===== config.mk =====
export PLATFORM = sky130hd
export DESIGN_NAME = esc_capture
export DESIGN_NICKNAME = d
export VERILOG_FILES = /design/src/hdl/esc_capture.v
export VERILOG_INCLUDE_DIRS = /design/src /design/src/hdl
export SDC_FILE = /design/constraint.sdc
export NUM_CORES = 2
export LEC_CHECK = 0
export ABC_CLOCK_PERIOD_IN_PS = 7300
export BUFFER_PORTS_ARGS = -buffer_cell sky130_fd_sc_hd__buf_4
export CORE_UTILIZATION = 40
export DETAILED_ROUTE_END_ITERATION = 8
export PLACE_DENSITY_LB_ADDON = 0.15
export SYNTH_ARGS = -nofsm -noshare
export SYNTH_HDL_FRONTEND = slang
export SYNTH_SLANG_ARGS = --single-unit

===== constraint.sdc =====
create_clock -name clk -period 7.3 [get_ports clk]
set_input_delay 0.365 -clock clk [delete_from_list [all_inputs] [get_ports clk]]
set_output_delay 0.365 -clock clk [all_outputs]
set_load 0.02 [all_outputs]

===== src/hdl/esc_regs.vh =====
// Register offsets, field positions and timing counts of the sample capture unit
`ifndef ESC_REGS_VH
`define ESC_REGS_VH
`define ESC_REG_CTRL      8'h00
`define ESC_REG_STATUS    8'h04
`define ESC_REG_MASK      8'h08
`define ESC_REG_TRIGIDX   8'h0c
`define ESC_REG_RDADDR    8'h10
`define ESC_REG_RDDATA    8'h14
`define ESC_REG_RDSTAMP   8'h18
`define ESC_REG_WP_BASE   8'h20
`define ESC_WP_STRIDE     8'h10
`define ESC_WP_ARMEN      8'h00
`define ESC_WP_VALUE      8'h04
`define ESC_WP_FROM       8'h08
`define ESC_WP_ID         8'h0c
`define ESC_CTRL_START    0
`define ESC_CTRL_STOP     1
`define ESC_CTRL_COMP     2
`define ESC_CTRL_POS_LO   3
`define ESC_CTRL_POS_HI   4
`define ESC_CTRL_NOCOMP   5
`define ESC_WP_ACTIVE     0
`define ESC_WP_TRANS      1
`define ESC_POS_EARLY     2'h0
`define ESC_POS_MIDDLE    2'h1
`define ESC_POS_LATE      2'h2
`define ESC_COMP_RUN      7'h40
`define ESC_ADDR_BITS     6
`define ESC_DEPTH         64
`define ESC_DATA_BITS     16
`define ESC_NUM_WP        2
`endif


===== src/hdl/esc_capture.v =====
// Embedded sample capture unit: watchpoints, circular buffer, compression, Wishbone slave
`timescale 1ns/100ps
`include "esc_regs.vh"
module esc_capture (
    input  wire        clk,
    input  wire        reset,
    input  wire [15:0] probe,
    input  wire [1:0]  bkpt,
    input  wire [7:0]  wb_adr_i,
    input  wire [31:0] wb_dat_i,
    output reg  [31:0] wb_dat_o,
    input  wire        wb_we_i,
    input  wire [3:0]  wb_sel_i,
    input  wire        wb_stb_i,
    input  wire        wb_cyc_i,
    output reg         wb_ack_o,
    output reg         capture_busy,
    output reg         capture_done
);
    localparam ST_IDLE  = 2'h0;
    localparam ST_ARMED = 2'h1;
    localparam ST_POST  = 2'h2;
    localparam ST_DONE  = 2'h3;

    // Watchpoint register addresses: one stride per replicated instance
    localparam [7:0] WP0_ARM   = `ESC_REG_WP_BASE + `ESC_WP_ARMEN;
    localparam [7:0] WP0_VALUE = `ESC_REG_WP_BASE + `ESC_WP_VALUE;
    localparam [7:0] WP0_FROM  = `ESC_REG_WP_BASE + `ESC_WP_FROM;
    localparam [7:0] WP1_ARM   = `ESC_REG_WP_BASE + `ESC_WP_STRIDE + `ESC_WP_ARMEN;
    localparam [7:0] WP1_VALUE = `ESC_REG_WP_BASE + `ESC_WP_STRIDE + `ESC_WP_VALUE;
    localparam [7:0] WP1_FROM  = `ESC_REG_WP_BASE + `ESC_WP_STRIDE + `ESC_WP_FROM;

    // Probe and breakpoint pins come from foreign logic: two-flop sync
    reg [15:0] probe_s1;
    reg [15:0] probe_s2;
    reg [1:0]  bkpt_s1;
    reg [1:0]  bkpt_s2;
    always @(posedge clk) begin
        probe_s1 <= probe;
        probe_s2 <= probe_s1;
        bkpt_s1  <= bkpt;
        bkpt_s2  <= bkpt_s1;
    end

    // Control registers
    reg [1:0]  state;
    reg        comp_en;
    reg        force_full;
    reg [1:0]  trig_pos;
    reg [15:0] comp_mask;
    reg [1:0]  wp_ctl0;
    reg [1:0]  wp_ctl1;
    reg [15:0] wp_val0;
    reg [15:0] wp_val1;
    reg [15:0] wp_from0;
    reg [15:0] wp_from1;
    reg [1:0]  bk_arm;
    reg [5:0]  rd_addr;
    reg [15:0] prev_probe;

    // Buffer and stamps: each entry stores data and its cycle offset from arming
    reg [15:0] buf_data  [0:`ESC_DEPTH-1];
    reg [15:0] buf_stamp [0:`ESC_DEPTH-1];
    reg [5:0]  wr_ptr;
    reg [6:0]  fill;
    reg [5:0]  post_left;
    reg [15:0] cyc_cnt;
    reg [15:0] trig_cyc;
    reg [5:0]  trig_slot;
    reg [6:0]  same_run;

    wire acc    = wb_cyc_i & wb_stb_i & ~wb_ack_o;
    wire wr_acc = acc & wb_we_i & wb_sel_i[0];
    // Control strobes decoded once so sequencer and settings agree
    wire ctrl_wr   = wr_acc & (wb_adr_i == `ESC_REG_CTRL);
    wire start_req = ctrl_wr & wb_dat_i[`ESC_CTRL_START];
    wire stop_req  = ctrl_wr & wb_dat_i[`ESC_CTRL_STOP];

    // Watchpoint and breakpoint matching, one unit per replicated instance
    wire wp_fire0;
    wire wp_fire1;
    esc_wp_match wp_unit0 (
        .now_val   (probe_s2),
        .last_val  (prev_probe),
        .match_val (wp_val0),
        .from_val  (wp_from0),
        .ctl       (wp_ctl0),
        .bk_armed  (bk_arm[0]),
        .bk_hit    (bkpt_s2[0]),
        .fire      (wp_fire0)
    );

    esc_wp_match wp_unit1 (
        .now_val   (probe_s2),
        .last_val  (prev_probe),
        .match_val (wp_val1),
        .from_val  (wp_from1),
        .ctl       (wp_ctl1),
        .bk_armed  (bk_arm[1]),
        .bk_hit    (bkpt_s2[1]),
        .fire      (wp_fire1)
    );
    wire trigger  = (state == ST_ARMED) & (wp_fire0 | wp_fire1);

    // Change detection ignores masked bits
    wire changed  = |((probe_s2 ^ prev_probe) & ~comp_mask);
    wire comp_on  = comp_en & ~force_full;
    wire run_full = (same_run == `ESC_COMP_RUN - 7'h01);
    wire keep     = ~comp_on | changed | run_full | trigger | (fill == 7'h00);
    wire sampling = (state == ST_ARMED) | (state == ST_POST);
    wire do_write = sampling & keep;

    // Samples kept after the trigger for each position
    reg [5:0] post_count;
    always @* begin
        // Late keeps the fewest samples after the trigger, early the most
        case (trig_pos)
            `ESC_POS_EARLY:  post_count = 6'h30;
            `ESC_POS_MIDDLE: post_count = 6'h20;
            `ESC_POS_LATE:   post_count = 6'h0f;
            default:         post_count = 6'h20;
        endcase
    end

    // Capture sequencer
    always @(posedge clk) begin
        if (reset) begin
            state      <= ST_IDLE;
            wr_ptr     <= 6'h00;
            fill       <= 7'h00;
            post_left  <= 6'h00;
            cyc_cnt    <= 16'h0000;
            trig_cyc   <= 16'h0000;
            trig_slot  <= 6'h00;
            same_run   <= 7'h00;
            prev_probe <= 16'h0000;
        end else begin
            prev_probe <= probe_s2;
            if (sampling) begin
                cyc_cnt <= cyc_cnt + 16'h0001;
            end
            // Count unchanged cycles since last stored sample
            if (do_write) begin
                same_run <= 7'h00;
            end else if (sampling) begin
                same_run <= same_run + 7'h01;
            end
            // Stamps are 16 bits wide: runs beyond 65536 cycles wrap the offsets
            if (do_write) begin
                buf_data[wr_ptr]  <= probe_s2;
                buf_stamp[wr_ptr] <= cyc_cnt;
                wr_ptr            <= wr_ptr + 6'h01;
                if (fill != 7'h40) begin
                    fill <= fill + 7'h01;
                end
            end
            case (state)
                ST_IDLE: begin
                    if (start_req) begin
                        state    <= ST_ARMED;
                        wr_ptr   <= 6'h00;
                        fill     <= 7'h00;
                        cyc_cnt  <= 16'h0000;
                        same_run <= 7'h00;
                    end
                end
                ST_ARMED: begin
                    if (trigger) begin
                        state     <= ST_POST;
                        trig_cyc  <= cyc_cnt;
                        trig_slot <= wr_ptr;
                        post_left <= post_count;
                    end
                end
                ST_POST: begin
                    if (do_write) begin
                        if (post_left == 6'h00) begin
                            state <= ST_DONE;
                        end else begin
                            post_left <= post_left - 6'h01;
                        end
                    end
                end
                ST_DONE: begin
                    if (start_req) begin
                        state    <= ST_ARMED;
                        wr_ptr   <= 6'h00;
                        fill     <= 7'h00;
                        cyc_cnt  <= 16'h0000;
                        same_run <= 7'h00;
                    end
                end
                default: state <= ST_IDLE;
            endcase
            // Stop is applied last so it overrides an arm or trigger in this cycle
            if (stop_req) begin
                state <= ST_IDLE;
            end
        end
    end

    // Settings writes; mode bits are refused while a run is active
    always @(posedge clk) begin
        if (reset) begin
            comp_en    <= 1'b0;
            force_full <= 1'b0;
            trig_pos   <= `ESC_POS_MIDDLE;
            comp_mask  <= 16'h0000;
            wp_ctl0    <= 2'h0;
            wp_ctl1    <= 2'h0;
            wp_val0    <= 16'h0000;
            wp_val1    <= 16'h0000;
            wp_from0   <= 16'h0000;
            wp_from1   <= 16'h0000;
            bk_arm     <= 2'h0;
            rd_addr    <= 6'h00;
        end else if (wr_acc) begin
            case (wb_adr_i)
                `ESC_REG_CTRL: begin
                    if (!sampling) begin
                        comp_en    <= wb_dat_i[`ESC_CTRL_COMP];
                        trig_pos   <= wb_dat_i[`ESC_CTRL_POS_HI:`ESC_CTRL_POS_LO];
                        force_full <= wb_dat_i[`ESC_CTRL_NOCOMP];
                    end
                end
                `ESC_REG_MASK:   comp_mask <= wb_dat_i[15:0];
                `ESC_REG_RDADDR: rd_addr   <= wb_dat_i[5:0];
                WP0_ARM: begin
                    wp_ctl0   <= wb_dat_i[1:0];
                    bk_arm[0] <= wb_dat_i[2];
                end
                WP0_VALUE: wp_val0  <= wb_dat_i[15:0];
                WP0_FROM:  wp_from0 <= wb_dat_i[15:0];
                WP1_ARM: begin
                    wp_ctl1   <= wb_dat_i[1:0];
                    bk_arm[1] <= wb_dat_i[2];
                end
                WP1_VALUE: wp_val1  <= wb_dat_i[15:0];
                WP1_FROM:  wp_from1 <= wb_dat_i[15:0];
                // Unmapped writes are acknowledged but change no setting
                default:   rd_addr <= rd_addr;
            endcase
        end
    end

    // Readout slot counts from oldest stored entry
    // Until the buffer has wrapped, the oldest entry sits in slot zero
    wire [5:0]  oldest   = (fill == 7'h40) ? wr_ptr : 6'h00;
    wire [5:0]  rd_slot  = oldest + rd_addr;
    wire [15:0] rel_cyc  = buf_stamp[rd_slot] - trig_cyc;
    wire [5:0]  trig_rel = trig_slot - oldest;

    // Read mux: unmapped addresses read as zero
    reg [31:0] next_dat_o;
    always @* begin
        case (wb_adr_i)
            `ESC_REG_CTRL:    next_dat_o = {26'h0, force_full, trig_pos, comp_en, 2'h0};
            `ESC_REG_STATUS:  next_dat_o = {23'h0, fill, state};
            `ESC_REG_MASK:    next_dat_o = {16'h0, comp_mask};
            `ESC_REG_TRIGIDX: next_dat_o = {26'h0, trig_rel};
            `ESC_REG_RDADDR:  next_dat_o = {26'h0, rd_addr};
            `ESC_REG_RDDATA:  next_dat_o = {16'h0, buf_data[rd_slot]};
            `ESC_REG_RDSTAMP: next_dat_o = {16'h0, rel_cyc};
            WP0_ARM:          next_dat_o = {29'h0, bk_arm[0], wp_ctl0};
            WP0_VALUE:        next_dat_o = {16'h0, wp_val0};
            WP0_FROM:         next_dat_o = {16'h0, wp_from0};
            WP1_ARM:          next_dat_o = {29'h0, bk_arm[1], wp_ctl1};
            WP1_VALUE:        next_dat_o = {16'h0, wp_val1};
            WP1_FROM:         next_dat_o = {16'h0, wp_from1};
            default:          next_dat_o = 32'h00000000;
        endcase
    end

    // Wishbone slave: ack one cycle after strobe
    always @(posedge clk) begin
        if (reset) begin
            wb_ack_o     <= 1'b0;
            wb_dat_o     <= 32'h00000000;
            capture_busy <= 1'b0;
            capture_done <= 1'b0;
        end else begin
            wb_ack_o     <= acc;
            capture_busy <= sampling;
            capture_done <= (state == ST_DONE);
            // Registered so read data stands with ack for exactly one cycle
            wb_dat_o     <= next_dat_o;
        end
    end
endmodule

// One watchpoint and its breakpoint: each replicated instance has its own arm bits
module esc_wp_match (
    input  wire [15:0] now_val,
    input  wire [15:0] last_val,
    input  wire [15:0] match_val,
    input  wire [15:0] from_val,
    input  wire [1:0]  ctl,
    input  wire        bk_armed,
    input  wire        bk_hit,
    output wire        fire
);
    // Value hit compares the current sample; transition also checks the one before
    wire val_hit = (now_val == match_val);
    wire tr_hit  = val_hit & (last_val == from_val);
    // A deactivated watchpoint keeps its values but never fires
    wire wp_hit  = ctl[`ESC_WP_ACTIVE] & (ctl[`ESC_WP_TRANS] ? tr_hit : val_hit);
    // Breakpoint level counts only while its own arm bit is set
    assign fire = wp_hit | (bk_armed & bk_hit);
endmodule


==> metrics.md <==
| Metric | Value |
|---|---|
| Outcome | `finished, final reports clean` |
| # hold bufs at CTS | `37` |
| CTS H-Tree Depth | `4` |
| DP Area | `0.0946 mm²` |
| Drt first pass iters | `8` |
| Worst reg-to-reg path cell count | `25` |
| # rows | `172` |
| DRC viols | `0` |
| Register area share after synthesis | `0.743` |
| R2R Setup Slk | `0.57 ns` |
| Nets | `4801` |
| CTS Buffer Depth | `3` |
| GRT Util Overall | `0.219` |
| Vias per inst | `5.64` |
| Synth Area in Compound Gates | `0.0222` |
| Hold violation total from the final report | `0` |
| Clock Skew | `0.0760 ns` |
| CP Max Fanout | `37` |
| Max Clk Rate | `149 MHz` |
| Min cycle time layout | `6.73 ns` |
| Largest family of logic cells by synthesized area | `multiplexers` |
| Die Y | `474 µm` |
| Worst hold slack | `0.135 ns` |
| Die width | `474 µm` |
| RSZ-0062 raised after global routing | `no` |
| First-pass GRT wire length | `344000 µm` |
| Buffers on Ports | `66` |
| Hold Path Cell Cnt | `2` |
| Final setup violation count | `0` |
| WP data arrival | `7.47 ns` |
| Setup tns final | `0 ns` |
| Remaining antenna violation count | `0` |
| Starting Density | `0.404` |
| Netlist cell types | `72` |
| Layout cells sized above 1 | `0.285` |
| DIE AREA | `0.225 mm²` |
| Ys async rst share | `0` |
| Synthesized area per cell | `20.5 µm²` |
| Kind of critical path | `flop to flop` |
| GRT overflow | `0` |
| Peak supply drop | `0.251 mV` |
| Slew HR | `0.199` |
| WL final | `245000 µm` |
| CTS tree | `yes` |
| Crit path largest cell delay | `1.06 ns` |
| CTS resizes | `0` |
| Warnings from Yosys | `0` |
| Slowest-stage cell, CP | `fa_4` |
| Number of global-route vias before repair | `44734` |
| Root buffer cell | `clkbuf_16` |
| Post-synthesis sequential element count | `2281` |
| Syn-to-layout area delta | `15.1%` |
| Slew Viols, Final | `0` |
| Post-synthesis mux area share | `0.170` |
| Design area | `0.103 mm²` |
| CP endpoint kind | `flop` |
| Post-Route Utilization | `0.465` |
| PwrDens | `266 mW/mm²` |
| Fraction of the mapped netlist area in simple logic gates | `0.0305` |
| Max-Cap Viols | `0` |
| Cells after synthesis | `4349` |
| Total CTS buffers | `231` |
| Global placement routability congestion | `0.865` |
| Post-synth EDFFs | `2048` |
| Cell Area, Synth | `0.0891 mm²` |
| Xor/xnor share of the synthesized area | `0.0126` |
| Largest net degree at the start of global routing | `92` |
| Antenna violations before repair | `21` |
| Hpwl dp | `146000 µm` |
| DR WL/cell | `31.2 µm` |
| Setup bufs post-CTS | `0` |
| Core area | `0.221 mm²` |
| Worst Tran Pin Value | `1.20 ns` |
| Static Leak | `32.2 nW` |
| Min-delay worst type | `input pin to flop` |
| Crit path launch type | `flop` |
| Synth Area in Adders | `0.00587` |
| Worst Path Required | `8.05 ns` |
| Initial DRC Count | `5279` |
| Vias after detailed routing | `44279` |
| Clock-pin slew on the worst setup and hold paths | `0.06 ns` |
| Boundary pin count | `102` |
| Clk_lat worst skew | `0.88 ns` |
| Period Utilization, post-route | `0.921` |
| Clock Sinks | `2281` |
| Ys flop type | `edfxtp_1` |
-- cell usage in the layout (no fill, tap or decap), drive strengths merged, types with 11 or more instances in the layout --
cell type	count
mux4	636
conb	16
clkinvlp	13
clkbuf	295
mux2i	70
clkinv	91
nand2	242
xor2	41
a221oi	15
nor2	180
mux2	13
o211ai	11
edfxtp	2048
nand3	35
a22oi	29
nor3	25
inv	45
buf	293
dfxtp	233
o21ai	18
a21oi	143
nor2b	46
xnor2	87
ha	37
and3	15
a211oi	26
bufinv	24
dlygate4sd3	37
nand4	20
-- routing by layer --
layer	part of all wire	vias up	routed length [µm]	GRT usage
li1	-	18526	-	-
met2	0.48	1480	118000	0.351
met1	0.44	23985	107000	0.315
met5	0	-	0	0
met4	0.021	0	5110	0.0516
met3	0.062	288	15100	0.0315
-- stage by stage --
stage	setup WS, ns	instances	power, mW
2_1_floorplan	1.13	4364	15.2
3_3_place_gp	0.567	7382	15.7
3_5_place_dp	0.637	7382	15.7
4_1_cts	0.581	7849	27.5
5_1_grt	0.114	7851	28.0
6_report	0.573	7855	27.3
-- synthesized netlist by cell type, drive strengths merged (7+ instances only) --
cell | count | area, µm²
buf | 152 | 951
nand3b | 10 | 75.1
nor2b | 46 | 288
edfxtp | 2048 | 61500
mux2 | 13 | 146
dfxtp | 233 | 4660
o31ai | 7 | 57.6
a22oi | 29 | 218
o22ai | 8 | 50.1
a21oi | 143 | 723
mux2i | 70 | 701
inv | 37 | 139
xnor2 | 87 | 762
clkbuf | 81 | 304
nand4 | 20 | 131
o211ai | 11 | 113
a211oi | 26 | 195
o21ai | 18 | 93.8
nand2 | 242 | 908
ha | 37 | 463
mux4 | 636 | 14300
nand3 | 35 | 180
xor2 | 41 | 359
nor3 | 25 | 130
nor2 | 180 | 676
a222oi | 8 | 80.1
a221oi | 15 | 131
and3 | 15 | 93.8
a21o | 9 | 67.6
-- cell families (layout without fill, tap and decap cells) --
group	after synthesis	after routing
adders and majority gates	40	40
xor gates and xnor gates	128	128
AOI/OAI and AO/OA	304	304
muxes	719	719
other	1	22
buffers and inverters	271	798
and+or+nand+nor	605	605
DFF	2281	2281
-- worst max-delay path, delay by kind of cell (launching register included) --
| family | cells | cell delay [ns] |
|---|---|---|
| AOI/OAI and AO/OA | 6 | 1.27 |
| xor gates and xnor gates | 1 | 0.15 |
| and+or+nand+nor | 7 | 1.38 |
| adders and majority gates | 4 | 1.68 |
| DFF | 1 | 0.37 |
| muxes | 2 | 0.82 |
| buffers and inverters | 5 | 0.87 |
-- worst paths after layout --
check,from,endpoint
max,fill[0]$_SDFF_PP0_,wb_dat_o[12]$_SDFF_PP0_
max reg2reg,fill[0]$_SDFF_PP0_,wb_dat_o[12]$_SDFF_PP0_
min reg2reg,probe_s1[9]$_DFF_P_,probe_s2[9]$_DFF_P_
min,probe[14],probe_s1[14]$_DFF_P_
-- power breakdown --
group          internal (mW)  leakage [nW]  switching (mW)
registers               14.3          20.6          0.0846
clock network           6.81          3.66            5.08
logic                  0.336          8.00           0.704
total                   21.4          32.2            5.87
-- flip-flops by register name, indices dropped and copies added, names as in the netlist, 7 cells and up --
signal,cells
wb_dat_o,16
wp_val0,16
probe_s2,16
wp_from0,16
buf_data,1024
probe_s1,16
fill,7
cyc_cnt,16
same_run,7
trig_cyc,16
comp_mask,16
wp_val1,16
prev_probe,16
buf_stamp,1024
wp_from1,16
-- area by class of cell --
cell class	instances	area (µm²)
Antenna cell	6	15.0
Clock buffer	295	6170
Clock inverter	135	1390
Fill cell	18454	118000
Inverter	38	143
Multi-Input combinational cell	1812	22100
Sequential cell	2281	66200
Tap cell	2958	3700
Timing Repair Buffer	330	2810
Power figures use the tool's default switching activity.
